<file path="src/lcr_pkg.sv">
package lcr_pkg;

   // ==========================================================
   // Reset values and encodings
   // ==========================================================
   localparam logic [5:0] LCR_VOLUME_RST  = 6'h20;  // Mid contrast code.
   localparam logic [2:0] LCR_DIVIDER_RST = 3'h4;   // Gain step 5.0.
   localparam logic [5:0] LCR_LINE_RST    = 6'h00;  // Start line.
   localparam logic [7:0] LCR_COL_RST     = 8'h00;  // Column address.
   localparam logic [3:0] LCR_PAGE_RST    = 4'h0;   // Page address.
   localparam logic [1:0] LCR_BLINK_RST   = 2'h0;   // Indicator blink.

   // Instruction reset keeps the instruction gate shut this many
   // cycles so the busy and reset status bits are visible.
   localparam int         LCR_RST_BUSY_NS  = 200;
   localparam int         LCR_CLK_NS       = 50;
   localparam logic [3:0] LCR_RST_BUSY_CYC =
      4'((LCR_RST_BUSY_NS + LCR_CLK_NS - 1) / LCR_CLK_NS);

   // Gain step table, tenths: 3.0 .. 6.0 by 0.5, then 6.4.
   localparam logic [6:0] LCR_GAIN_BASE = 7'h1E;
   localparam logic [6:0] LCR_GAIN_STEP = 7'h05;
   localparam logic [6:0] LCR_GAIN_TOP  = 7'h40;
   localparam logic [2:0] LCR_CODE_TOP  = 3'h7;

   // Status byte bit positions.
   localparam int LCR_ST_BUSY  = 7;
   localparam int LCR_ST_ADC   = 6;
   localparam int LCR_ST_ONOFF = 5;
   localparam int LCR_ST_RESET = 4;

   // Duty choice from the two pins.
   typedef enum logic [1:0] {
      LCR_DUTY_33 = 2'h0,
      LCR_DUTY_49 = 2'h1,
      LCR_DUTY_55 = 2'h2,
      LCR_DUTY_65 = 2'h3
   } lcr_duty_t;

   // Supply circuit enables, loaded together.
   typedef struct packed {
      logic converter_enable;
      logic regulator_enable;
      logic follower_enable;
   } lcr_power_t;

   // One configuration write from the instruction decoder.
   typedef struct packed {
      logic       power_we;
      lcr_power_t power;
      logic       volume_we;
      logic [5:0] volume_level_bits;
      logic       divider_we;
      logic [2:0] divider_ratio_bits;
      logic       bias_we;
      logic       drive_ratio_select;
      logic       scan_we;
      logic       common_scan_reverse;
      logic       disp_we;
      logic       display_on;
      logic       allon_we;
      logic       all_on;
      logic       adc_we;
      logic       seg_reverse;
      logic       inv_we;
      logic       pixel_invert;
      logic       line_we;
      logic [5:0] start_line;
      logic       col_we;
      logic [7:0] column;
      logic       page_we;
      logic [3:0] page;
      logic       refmode_we;
      logic       refmode;
      logic       static_we;
      logic       static_ind;
      logic       blink_we;
      logic [1:0] indicator_blink_bits;
      logic       modread_we;
      logic       modread;
      logic       osc_we;
      logic       osc_on;
      logic       psave_we;
      logic       psave;
      logic       test_we;
      logic       test;
   } lcr_wr_t;

   // Bias ratio denominator and frame line count per duty.
   typedef struct packed {
      logic [3:0] bias_den;
      logic [6:0] frame_lines;
   } lcr_drive_t;

endpackage

</file>
<file path="src/lcr_pixel_drive.sv">
`timescale 1ns/1ps
module lcr_pixel_drive
   import lcr_pkg::*;
#(
   parameter int N = 132                     // Channel count.
) (
   input  wire logic         clock,          // System clock.
   input  wire logic         arst_n,         // Async reset, low.
   input  wire logic         clk_en,         // Freezes state when low.
   input  wire logic [N-1:0] pixel_bits,     // Display data per channel.
   input  wire logic         ac_inversion_signal, // Frame AC phase.
   input  wire logic         all_on,         // Force every pixel lit while display_on is high.
   input  wire logic         pixel_invert,   // Invert pixel sense.
   input  wire logic         display_on,     // Panel enabled.
   output logic      [N-1:0] drive_level     // Selected drive level.
);

   genvar g;
   // Level is lit-ness XOR the AC phase; blank panel shows phase only.
   generate
      for (g = 0; g < N; g++) begin : g_ch
         wire lit_w = display_on &
                      (all_on | (pixel_bits[g] ^ pixel_invert));
         wire lvl_w = lit_w ^ ac_inversion_signal;
         always_ff @(posedge clock or negedge arst_n) begin
            if (!arst_n) begin
               drive_level[g] <= 1'b0;
            end else if (clk_en) begin
               drive_level[g] <= lvl_w;
            end
         end
      end
   endgenerate

endmodule

</file>
<file path="src/lcr_supply_ctrl.sv">
`timescale 1ns/1ps
module lcr_supply_ctrl
   import lcr_pkg::*;
(
   input  wire logic       clock,            // System clock.
   input  wire logic       arst_n,           // Async reset, low.
   input  wire logic       clk_en,           // Freezes state when low.
   input  wire lcr_power_t power,            // Enables from instruction.
   input  wire logic       primary_role_select, // Master when high.
   input  wire logic       internal_divider_select, // Internal divider.
   input  wire logic [2:0] divider_ratio_bits, // Divider code.
   input  wire logic       high_power_select_n, // Low: strong drive.
   output lcr_power_t      run,              // Circuits actually running.
   output logic      [6:0] gain_tenths,      // Gain x10, 0 if external.
   output logic            high_drive        // High drive mode.
);

   // Slaves never run their supplies; each enable gates its circuit.
   wire lcr_power_t run_nxt = primary_role_select ? power : '0;

   // Ascending half steps, last step is a special value.
   wire [6:0] step_w = LCR_GAIN_BASE +
                       7'(LCR_GAIN_STEP * 7'(divider_ratio_bits));
   wire [6:0] gain_w = (divider_ratio_bits == LCR_CODE_TOP) ?
                       LCR_GAIN_TOP : step_w;
   // External divider: code does not set the ratio.
   wire [6:0] gain_nxt = internal_divider_select ? gain_w : 7'h00;

   // Applied on the next clock edge after a write.
   always_ff @(posedge clock or negedge arst_n) begin
      if (!arst_n) begin
         run         <= '0;
         gain_tenths <= 7'h00;
         high_drive  <= 1'b0;
      end else if (clk_en) begin
         run         <= run_nxt;
         gain_tenths <= gain_nxt;
         high_drive  <= ~high_power_select_n;
      end
   end

endmodule

</file>
<file path="src/lcr_drive_config.sv">
`timescale 1ns/1ps
// What this block does
// 66 common, 132 segment channels.
// Level from pixel and phase.
// Supplies run only as enabled master.
// Three supply circuits gated independently.
// Six-bit volume, default 32.
// Ratio code used with internal divider.
// Eight ascending divider gains.
// Duty pins pick frame length.
// Power pin low gives high drive.
// Reset by pin or instruction.
// Pin reset clears display modes.
// Pin reset clears supply enables.
// Pin reset clears serial, osc, test.
// Pin reset picks lower bias.
// Instruction reset restores a subset.
// Both resets zero line, column, page.
// Both resets reload divider, volume.
// Both resets clear indicator, scan.
// Only status read during reset.
// Reset in progress on status bit.
// Host ties pin reset to own.
// Common scan order reversible.
// One bit picks bias ratio.
// Power enables loaded together.
// Busy rejects instructions.
// Settings apply next clock edge.
module lcr_drive_config
   import lcr_pkg::*;
(
   input  wire logic          clock,          // 20 MHz system clock.
   input  wire logic          arst_n,         // Async reset, low.
   input  wire logic          clk_en,         // Freezes state when low.
   input  wire logic          reset_pin_low_active, // Pin reset, low.
   input  wire logic          reset_instr,    // Reset instruction pulse.
   input  wire lcr_wr_t       wr,             // Configuration writes.
   input  wire logic          ser_bit_valid,  // Serial bit strobe.
   input  wire logic          ser_bit,        // Serial data bit.
   input  wire logic          primary_role_select, // Master when high.
   input  wire logic          internal_divider_select, // Divider pin.
   input  wire logic [1:0]    lcd_cycle_fraction_pins, // Duty pins.
   input  wire logic          high_power_select_n, // Drive strength pin.
   input  wire logic          ac_inversion_signal, // Frame AC phase.
   input  wire logic [131:0]  seg_pixels,     // Segment pixel data.
   input  wire logic [65:0]   com_select,     // Active common line.
   output logic      [131:0]  seg_drive,      // Segment drive levels.
   output logic      [65:0]   com_drive,      // Common drive levels.
   output logic      [7:0]    status,         // Status byte.
   output logic               accept_en,      // Instructions allowed.
   output lcr_power_t         supply_run,     // Running supply circuits.
   output logic      [6:0]    gain_tenths,    // Divider gain x10.
   output logic               high_drive,     // High drive mode.
   output logic      [5:0]    volume_level_bits, // Contrast level.
   output logic      [2:0]    divider_ratio_bits, // Divider code.
   output lcr_drive_t         drive_cfg,      // Bias and duty length.
   output logic               common_scan_reverse, // Scan reversed.
   output logic      [5:0]    start_line,     // Display start line.
   output logic      [7:0]    column,         // Column address.
   output logic      [3:0]    page,           // Page address.
   output logic      [1:0]    indicator_blink_bits, // Indicator blink.
   output logic               static_ind,     // Static indicator mode.
   output logic               modread,        // Modify-read mode.
   output logic               refmode,        // Ref voltage set pending.
   output logic               osc_on,         // Oscillator running.
   output logic               psave,          // Power save active.
   output logic               test_mode,      // Test mode.
   output logic      [7:0]    ser_shift,      // Serial shift register.
   output logic      [2:0]    ser_count       // Serial bit counter.
);

   // ====================
   // Input synchronisers
   // The reset pin and straps are foreign to this clock, so each
   // passes two flops before any logic looks at it.
   logic [5:0] sync1_r;             // First stage, feeds stage two only.
   logic [5:0] sync2_r;             // Second stage, safe to read.
   wire  [5:0] pins_w = {reset_pin_low_active, primary_role_select,
                         internal_divider_select, lcd_cycle_fraction_pins,
                         high_power_select_n};

   // Pin and strap synchroniser; both stages reset low, so the pin reads as a pin reset until its high level passes through.
   always_ff @(posedge clock or negedge arst_n) begin
      if (!arst_n) begin
         sync1_r <= 6'h00;
         sync2_r <= 6'h00;
      end else if (clk_en) begin
         sync1_r <= pins_w;
         sync2_r <= sync1_r;
      end
   end

   wire       pin_rst_w = ~sync2_r[5];
   wire       master_w  = sync2_r[4];
   wire       intdiv_w  = sync2_r[3];
   wire [1:0] duty_w    = sync2_r[2:1];
   wire       hpm_n_w   = sync2_r[0];

   // ====================
   // Instruction reset sequencing
   // A reset instruction holds the busy gate a few cycles; a reset
   // instruction arriving while busy is simply absorbed.
   logic [3:0] rst_cnt_r;            // Remaining busy cycles.
   wire        ins_rst_w = reset_instr & accept_en;
   wire        busy_w    = pin_rst_w | (rst_cnt_r != 4'h0) |
                           ins_rst_w;
   wire [3:0]  rst_cnt_nxt = ins_rst_w ? LCR_RST_BUSY_CYC :
                             (rst_cnt_r != 4'h0) ? rst_cnt_r - 4'h1 :
                             4'h0;
   wire        any_rst_w = pin_rst_w | ins_rst_w;
   // Writes land only when the gate is open.
   wire        we_ok_w   = accept_en & ~ins_rst_w;

   // Busy counter.
   always_ff @(posedge clock or negedge arst_n) begin
      if (!arst_n) begin
         rst_cnt_r <= 4'h0;
      end else if (clk_en) begin
         rst_cnt_r <= pin_rst_w ? 4'h0 : rst_cnt_nxt;
      end
   end

   // ====================
   // Pin-reset-only state
   // These survive an instruction reset and clear only on the pin.
   logic disp_on_r, all_on_r, seg_rev_r, inv_r, bias_sel_r;
   lcr_power_t power_r;              // Supply enables as written.

   always_ff @(posedge clock or negedge arst_n) begin
      if (!arst_n) begin
         disp_on_r  <= 1'b0;
         all_on_r   <= 1'b0;
         seg_rev_r  <= 1'b0;
         inv_r      <= 1'b0;
         power_r    <= '0;
         bias_sel_r <= 1'b0;
         osc_on     <= 1'b0;
         psave      <= 1'b0;
      end else if (clk_en) begin
         if (pin_rst_w) begin
            disp_on_r  <= 1'b0;
            all_on_r   <= 1'b0;
            seg_rev_r  <= 1'b0;
            inv_r      <= 1'b0;
            power_r    <= '0;
            bias_sel_r <= 1'b0;
            osc_on     <= 1'b0;
            psave      <= 1'b0;
         end else if (we_ok_w) begin
            if (wr.disp_we)  disp_on_r  <= wr.display_on;
            if (wr.allon_we) all_on_r   <= wr.all_on;
            if (wr.adc_we)   seg_rev_r  <= wr.seg_reverse;
            if (wr.inv_we)   inv_r      <= wr.pixel_invert;
            if (wr.power_we) power_r    <= wr.power;
            if (wr.bias_we)  bias_sel_r <= wr.drive_ratio_select;
            if (wr.osc_we)   osc_on     <= wr.osc_on;
            if (wr.psave_we) psave      <= wr.psave;
         end
      end
   end

   // ====================
   // State restored by both reset sources
   always_ff @(posedge clock or negedge arst_n) begin
      if (!arst_n) begin
         volume_level_bits    <= LCR_VOLUME_RST;
         divider_ratio_bits   <= LCR_DIVIDER_RST;
         start_line           <= LCR_LINE_RST;
         column               <= LCR_COL_RST;
         page                 <= LCR_PAGE_RST;
         indicator_blink_bits <= LCR_BLINK_RST;
         static_ind           <= 1'b0;
         modread              <= 1'b0;
         common_scan_reverse  <= 1'b0;
         refmode              <= 1'b0;
         test_mode            <= 1'b0;
      end else if (clk_en) begin
         if (any_rst_w) begin
            start_line           <= LCR_LINE_RST;
            column               <= LCR_COL_RST;
            page                 <= LCR_PAGE_RST;
            divider_ratio_bits   <= LCR_DIVIDER_RST;
            volume_level_bits    <= LCR_VOLUME_RST;
            refmode              <= 1'b0;
            static_ind           <= 1'b0;
            indicator_blink_bits <= LCR_BLINK_RST;
            modread              <= 1'b0;
            common_scan_reverse  <= 1'b0;
            test_mode            <= 1'b0;
         end else if (we_ok_w) begin
            if (wr.volume_we)  volume_level_bits  <= wr.volume_level_bits;
            if (wr.divider_we) divider_ratio_bits <= wr.divider_ratio_bits;
            if (wr.line_we)    start_line <= wr.start_line;
            if (wr.col_we)     column     <= wr.column;
            if (wr.page_we)    page       <= wr.page;
            if (wr.refmode_we) refmode    <= wr.refmode;
            if (wr.static_we)  static_ind <= wr.static_ind;
            if (wr.blink_we)   indicator_blink_bits <=
                                  wr.indicator_blink_bits;
            if (wr.modread_we) modread    <= wr.modread;
            if (wr.scan_we)    common_scan_reverse <=
                                  wr.common_scan_reverse;
            if (wr.test_we)    test_mode  <= wr.test;
         end
      end
   end

   // ====================
   // Serial receiver state
   // The pin reset wipes any half-shifted byte.
   always_ff @(posedge clock or negedge arst_n) begin
      if (!arst_n) begin
         ser_shift <= 8'h00;
         ser_count <= 3'h0;
      end else if (clk_en) begin
         if (pin_rst_w) begin
            ser_shift <= 8'h00;
            ser_count <= 3'h0;
         end else if (ser_bit_valid) begin
            ser_shift <= {ser_shift[6:0], ser_bit};
            ser_count <= ser_count + 3'h1;
         end
      end
   end

   // ====================
   // Duty and bias decode
   // Larger denominator when the ratio bit is clear.
   lcr_drive_t drive_nxt;
   always_comb begin
      drive_nxt = '0;
      case (lcr_duty_t'(duty_w))
         LCR_DUTY_33: drive_nxt = {bias_sel_r ? 4'h5 : 4'h6, 7'h21};
         LCR_DUTY_49: drive_nxt = {bias_sel_r ? 4'h6 : 4'h8, 7'h31};
         LCR_DUTY_55: drive_nxt = {bias_sel_r ? 4'h6 : 4'h8, 7'h37};
         LCR_DUTY_65: drive_nxt = {bias_sel_r ? 4'h7 : 4'h9, 7'h41};
         default:     drive_nxt = '0;
      endcase
   end

   // ====================
   // Common line scan and status
   // Common 0..63 reverse as a block; the two icon commons stay put.
   logic [65:0] com_sel_w;
   genvar c;
   generate
      for (c = 0; c < 64; c++) begin : g_com
         assign com_sel_w[c] = common_scan_reverse ?
                               com_select[63-c] : com_select[c];
      end
   endgenerate
   assign com_sel_w[65:64] = com_select[65:64];

   wire [7:0] status_nxt = {busy_w, ~seg_rev_r, ~disp_on_r,
                            pin_rst_w | (rst_cnt_r != 4'h0), 4'h0};

   // Registered status and gate outputs.
   always_ff @(posedge clock or negedge arst_n) begin
      if (!arst_n) begin
         status    <= 8'h00;
         accept_en <= 1'b0;
         drive_cfg <= '0;
      end else if (clk_en) begin
         status    <= status_nxt;
         accept_en <= ~busy_w;
         drive_cfg <= drive_nxt;
      end
   end

   // ====================
   // Submodules
   lcr_supply_ctrl u_supply (
      .clock                   (clock),
      .arst_n                  (arst_n),
      .clk_en                  (clk_en),
      .power                   (power_r),
      .primary_role_select     (master_w),
      .internal_divider_select (intdiv_w),
      .divider_ratio_bits      (divider_ratio_bits),
      .high_power_select_n     (hpm_n_w),
      .run                     (supply_run),
      .gain_tenths             (gain_tenths),
      .high_drive              (high_drive)
   );

   lcr_pixel_drive #(.N(132)) u_seg (
      .clock               (clock),
      .arst_n              (arst_n),
      .clk_en              (clk_en),
      .pixel_bits          (seg_pixels),
      .ac_inversion_signal (ac_inversion_signal),
      .all_on              (all_on_r),
      .pixel_invert        (inv_r),
      .display_on          (disp_on_r),
      .drive_level         (seg_drive)
   );

   // Commons use the same level rule with the scan select as data.
   lcr_pixel_drive #(.N(66)) u_com (
      .clock               (clock),
      .arst_n              (arst_n),
      .clk_en              (clk_en),
      .pixel_bits          (com_sel_w),
      .ac_inversion_signal (ac_inversion_signal),
      .all_on              (1'b0),
      .pixel_invert        (1'b0),
      .display_on          (disp_on_r),
      .drive_level         (com_drive)
   );

endmodule

</file>
<file path="config.mk">
export PLATFORM = sky130hd
export DESIGN_NAME = lcr_drive_config
export DESIGN_NICKNAME = d
export VERILOG_FILES = /design/src/lcr_pkg.sv /design/src/lcr_pixel_drive.sv /design/src/lcr_supply_ctrl.sv /design/src/lcr_drive_config.sv
export SDC_FILE = /design/constraint.sdc
export NUM_CORES = 1
export LEC_CHECK = 0
export BUFFER_PORTS_ARGS = -buffer_cell sky130_fd_sc_hd__buf_2
export CAP_MARGIN = 20
export CORE_AREA = 2 2 215 217
export CTS_CLUSTER_DIAMETER = 40
export DETAILED_ROUTE_END_ITERATION = 10
export DIE_AREA = 0 0 217 219
export GPL_TIMING_DRIVEN = 0
export PLACE_DENSITY = 0.6
export RECOVER_POWER = 50
export SLEW_MARGIN = 20
export SYNTH_ARGS = -nofsm -noshare
export SYNTH_HDL_FRONTEND = slang
export SYNTH_SLANG_ARGS = --single-unit
</file>
<file path="constraint.sdc">
create_clock -name clock -period 5.5 [get_ports clock]
set_input_delay 0.55 -clock clock [delete_from_list [all_inputs] [get_ports clock]]
set_output_delay 0.55 -clock clock [all_outputs]
set_load 0.01 [all_outputs]
</file>
== Word level (Yosys, flattened, before mapping) ==
Cells that the tools add are included.

* Reduce and logical (&&, ||, !) cells: 34
* Equal/unequal tests: 14
* Multiply operators: 1
* Bitwise gates (word level): 671
* $add $sub $neg: 3
* Multiplexer cells: 135

{| class="wikitable"
|+ Operators by type and width
! cell !! count
|-
| 1-bit XOR || 330
|-
| 1-bit bitwise AND || 200
|-
| 1-bit OR || 135
|-
| 1-bit two-way mux || 100
|-
| 3-bit AND reduction || 19
|-
| 11-bit case mux with 4 select lines || 1
|-
| 8-bit two-way mux || 5
|-
| 6-bit two-way mux || 6
|-
| 4-bit two-way mux || 8
|-
| 3-bit two-way mux || 9
|-
| 2-bit nonzero test || 12
|-
| 2-bit != test, second input constant || 9
|-
| 7-bit two-way mux || 2
|-
| 2-bit two-way mux || 4
|-
| 5-bit by 6-bit adder with 7-bit output, first input constant || 1
|-
| 3-bit by 3-bit multiplier with 6-bit output, first input constant || 1
|-
| 1-bit NOT || 6
|-
| 2-bit equality test, second input constant || 2
|-
| 4-bit nonzero test || 1
|-
| 4-bit by 1-bit subtractor with 4-bit output, second input constant || 1
|-
| 3-bit by 1-bit adder with 3-bit output, second input constant || 1
|-
| 3-bit equality test, second input constant || 1
|-
| 2-bit by 1-bit equality test with 1-bit output, second input constant || 1
|-
| 2-bit zero test || 1
|-
| 2 further kinds || 2
|}

* Bits in registers: 296
* Input port bits: 274
* Word-level logic and storage cells: 1091
* Output and inout port bits: 276

== Depth between registers and ports, before layout ==
* Depth in word-level cells: 5
* Gate-level depth with buffers: 8
* Gate-level depth less buffers: 8

== By module ==
Synthesis repeated with hierarchy kept, for this count alone.

* Cell total of the unflattened synthesis: 1560
* Area total of the unflattened synthesis: 16913.7 um^2

{| class="wikitable"
|+ By module, submodules not included
! module !! times used !! seq. area each (um^2) !! cells each !! area each (um^2)
|-
| lcr_pixel_drive at u_seg || 1 || 3303.2 || 739 || 7706.1
|-
| lcr_drive_config || 1 || 2129.5 || 382 || 4663.2
|-
| lcr_pixel_drive at u_com || 1 || 1651.6 || 371 || 3883.7
|-
| lcr_supply_ctrl || 1 || 275.3 || 68 || 660.6
|}

== Worst setup path before layout ==
No wires, ideal clock.

* Path type: reg2reg
* From: register divider_ratio_bits[2]
* To: register u_supply.gain_tenths[5]
* Period minus slack after synthesis: 1.855 ns
* Data arrival time: 1.727 ns
* Stages on the path, launching flop included: 9
* Setup slack: 3.645 ns
* Data required time: 5.372 ns
* Buffers on the path: 0
* Setup time: 0.128 ns
* Cell sequence: dfstp_2 inv_1 ha_1 inv_1 ha_1 ha_1 a21oi_1 xnor2_1 o2bb2ai_1

* Cells in the longest elaborated chain, start to end: 4
* Elaborated cells between the ends (all ways): 5
* Classes of those cells: add/sub (1); mul (1); eq/ne (1); mux (2)

{| class="wikitable"
|+ Ends and longest elaborated chain
! item !! RTL line !! text
|-
| start: declaration || lcr_drive_config.sv:55 || <nowiki>output logic [2:0] divider_ratio_bits,</nowiki>
|-
| start signal: assignment || lcr_drive_config.sv:192 || <nowiki>if (wr.divider_we) divider_ratio_bits <= wr.divider_ratio_bits;</nowiki>
|-
| 3-bit by 3-bit multiplier with 6-bit output || lcr_supply_ctrl.sv:23 || <nowiki>7'(LCR_GAIN_STEP * 7'(divider_ratio_bits));</nowiki>
|-
| 5-bit by 6-bit adder with 7-bit output || lcr_supply_ctrl.sv:22 || <nowiki>wire [6:0] step_w = LCR_GAIN_BASE +</nowiki>
|-
| 7-bit two-way mux * || lcr_supply_ctrl.sv:24 || <nowiki>wire [6:0] gain_w = (divider_ratio_bits == LCR_CODE_TOP) ?</nowiki>
|-
| 7-bit two-way mux * || lcr_supply_ctrl.sv:27 || <nowiki>wire [6:0] gain_nxt = internal_divider_select ? gain_w : 7'h00;</nowiki>
|-
| end signal: assignment || lcr_supply_ctrl.sv:37 || <nowiki>gain_tenths <= gain_nxt;</nowiki>
|-
| end: declaration || lcr_supply_ctrl.sv:14 || <nowiki>output logic [6:0] gain_tenths,</nowiki>
|}

Mark *: on every way between the ends. The rest lies on a longest branch, timed or not.
A chain may end at the register's enable or synchronous reset.

==> results.yml <==
outcome:
  status: "finished with violations"
  violations: "capacitance limit, slew limit"
die:
  rows: 78
  die_y_um: 219
  start_util_pct: 35.9
  coreArea_um2: 45100
  die_area_um2: 47500
  io_pins: 550
  die_w_um: 217
cells_and_area:
  final_area_um2: 21400
  synthToLayoutAreaGrowth_pct: 32.0
  fin_nets: 2596
  drive_above_1_share_pct: 25.1
worst_setup_path:
  crit_path_top_delay_cell: "clkbuf_2"
  criticalPathCategory: "in2async"
  critical_path.max_fanout: 86
  ff2ff_path_depth: 5
  cp_num_cells: 3
  end_kind: "async pin"
  max_stage_delay_ns: 1.64
  crit_buf_inv: 3
  worstReg2RegEnd: "u_com.drive_level[44]"
  worstPathCellList: "dlygate4sd3_1, buf_8, clkbuf_2"
  cp.arrival_ns: 3.28
  required_ns: 5.69
  critPathTopFamily: "buffers and inverters"
  startpoint_type: "input pin"
  r2r-start: "disp_on_r"
  reg2reg_setup_slack_ns: 3.27
hold_path:
  hp-class: "in2reg"
  min-delay-start: "wr[57]"
  whs_path_depth: 3
  whs_endpoint: "volume_level_bits[5]"
logic_synthesis:
  synth_top_area_share_pct: 45.1
  synth_area_per_cell_um2: 9.51
  yosys-top-cells-count: "xor2_1, dfrtp_1, a21oi_1"
  synth_cell_types: 49
  seq_area_frac_synth_pct: 45.4
  async_flop_share_pct: 100
  synth_ff_type: "dfrtp_1"
  postSynthCellCount: 1704
  syn_area_um2: 16200
  synth_warnings: 0
  yosys.cell_count.top_type: "xor2_1"
  synth_area_leader_cell: "dfrtp_1"
  synth_area_leaders: "dfrtp_1, xor2_1, a21oi_1, nor2_1, o21ai_1"
  synth-edff-count: 0
  ys_ff_latch: 294
drt:
  first_iter_violations: 815
  antenna_left: 0
  num_vias: 14700
  wirelength_um: 56900
  drc_errors: 0
  vias_per_cell: 4.96
  first_pass_iters: 5
  wl_per_cell_um: 19.3
cts:
  cts_buffer_depth: 3
  h-tree-depth: 2
  clock_sinks: 294
  clock_latency_ns: 0.58
  cts_root_buf: "clkbuf_16"
  cts_tree: "done"
  clkTransAtPathRegs_ns: 0.05
  numCtsBuffers: 51
timing:
  period_share_pct: 56.1
  setup_viol: 0
  finalCriticalPeriod_ns: 3.08
  fmax_mhz: 324
  finalMaxSlewViolations: 86
  layout_setup_ws_ns: 2.42
  fin_setup_tns_ns: 0
  rsz0062_at_grt: "no"
  slew_headroom_pct: -52.2
  hold_ws_ns: 0.166
  finClkSkew_ns: 0.0264
  worst_pin_slew_ns: 2.28
  hold_violations: 0
power:
  power.density_nw_per_um2: 357
  leakagePower_nw: 9.67
  ir_drop_uv: 243
job:
  drv_cap: 1
placement:
  dpl_cell_area_um2: 19800
  dp_slack_ns: 3.09
  gp_congestion: 0.928
  hpwlAfterDp_um: 42900
  io_buffer_count: 541
global_routing:
  use_met1_pct: 30.1
  grt.busiest_layer: "met2"
  grt_overflow: 0
  antenna_found_initial: 10
  grt_pass1_vias: 14700
  grt_use_total_pct: 23.3
  grt_start_max_net_pins: 87
  grt_use_met2_pct: 38.4
  grt_first_pass_wirelength_um: 86000
  met3_usage_pct: 5.28
[state kept, by name, indices dropped and copies added (netlist names), 2 cells and up]
| register | count |
|---|---|
| status | 4 |
| drive_cfg | 9 |
| rst_cnt_r | 4 |
| page | 4 |
| indicator_blink_bits | 2 |
| column | 8 |
| sync1_r | 6 |
| u_com.drive_level | 66 |
| ser_shift | 8 |
| u_supply.run | 3 |
| power_r | 3 |
| volume_level_bits | 6 |
| u_supply.gain_tenths | 7 |
| divider_ratio_bits | 3 |
| ser_count | 3 |
| u_seg.drive_level | 132 |
| start_line | 6 |
| sync2_r | 6 |
[worst register-to-register path: cells and delay by family, from the launching register on]
kind                      cells  cell delay [ns]
AOI/OAI and AO/OA             1             0.09
xor gates and xnor gates      1             0.19
DFF                           1             0.44
buffers and inverters         2             1.18
and+or+nand+nor               1             0.17
[layout make-up]
cell class / count / area [um2]
fillers: 4474 / 23700
multi-input cells: 1231 / 7940
flip-flops and latches: 294 / 7360
repair buffers: 545 / 2600
clock buffers: 67 / 1440
plain buffers: 152 / 788
well taps: 600 / 751
clock inverters: 26 / 362
inverters: 31 / 116
diodes: 10 / 25.0
[report_power, final]
part           internal, mW  switching (mW)  total [mW]
clock                  2.21            1.12        3.33
sequential             2.44           0.177        2.62
combinational         0.634            1.04        1.68
total                  5.29            2.34        7.63
[stage by stage]
step                      cells  total power, mW  util, %
after floorplan            1708             3.61        -
after global placement     2849             4.33     43.6
after detailed placement   2852             4.37     43.8
after CTS                  2946             7.73     47.9
after global routing       2952             8.00     47.4
final                      2956             7.63     47.4
[cell families after synthesis]
family          after synthesis  synth area share (%)
buf+inv                     183                  5.65
xor+xnor                    331                  17.9
mux                          85                  5.84
simple gates                348                  8.56
other cells                   1                0.0231
compound gates              446                  15.3
fa+ha+maj                    16                  1.33
flops                       294                  45.4
[worst max-delay path by stage]
stage                                startpoint                      end  slack (ns)
final                                    arst_n             drive_cfg[6]        2.42
after global routing                     arst_n             drive_cfg[6]        1.99
after CTS                             disp_on_r    u_com.drive_level[44]        3.28
after detailed placement                 clk_en   u_seg.drive_level[115]        3.09
after global placement                   arst_n    u_com.drive_level[15]       -1.92
after floorplan           divider_ratio_bits[2]  u_supply.gain_tenths[5]        3.64
[placed cells by master, fill, tap and decap left out, types with 5 or more instances in the layout]
cell type and count:
o22ai_1 9, a32o_1 13, clkbuf_1 224, clkbuf_16 53, xor2_1 330, buf_8 9
and2_1 5, ha_1 14, buf_2 432, mux2i_1 9, clkbuf_2 6, bufinv_16 8
o21ai_0 28, clkinvlp_4 5, inv_1 31, a22o_1 29, dfrtp_1 292, nand3_1 11
clkinv_2 8, buf_1 12, conb_1 5, diode_2 10, nor2_1 210, a21oi_1 218
mux2_1 49, o21ai_1 132, mux2_2 27, nand2_1 104, clkbuf_8 6, buf_4 19
[metal layers]
metal	part of all wire, %	wire length, um
met4	3.1	1780
met5	0.047	27
met1	43	24400
met3	6.3	3570
met2	48	27200
[timing repair]
action                                 in CTS  in global routing
resized for setup                           0                  0
endpoints found under the hold margin      48                  0
hold buffers                                1                  0
setup buffers                               0                  0
Power figures use the tool's default switching activity.
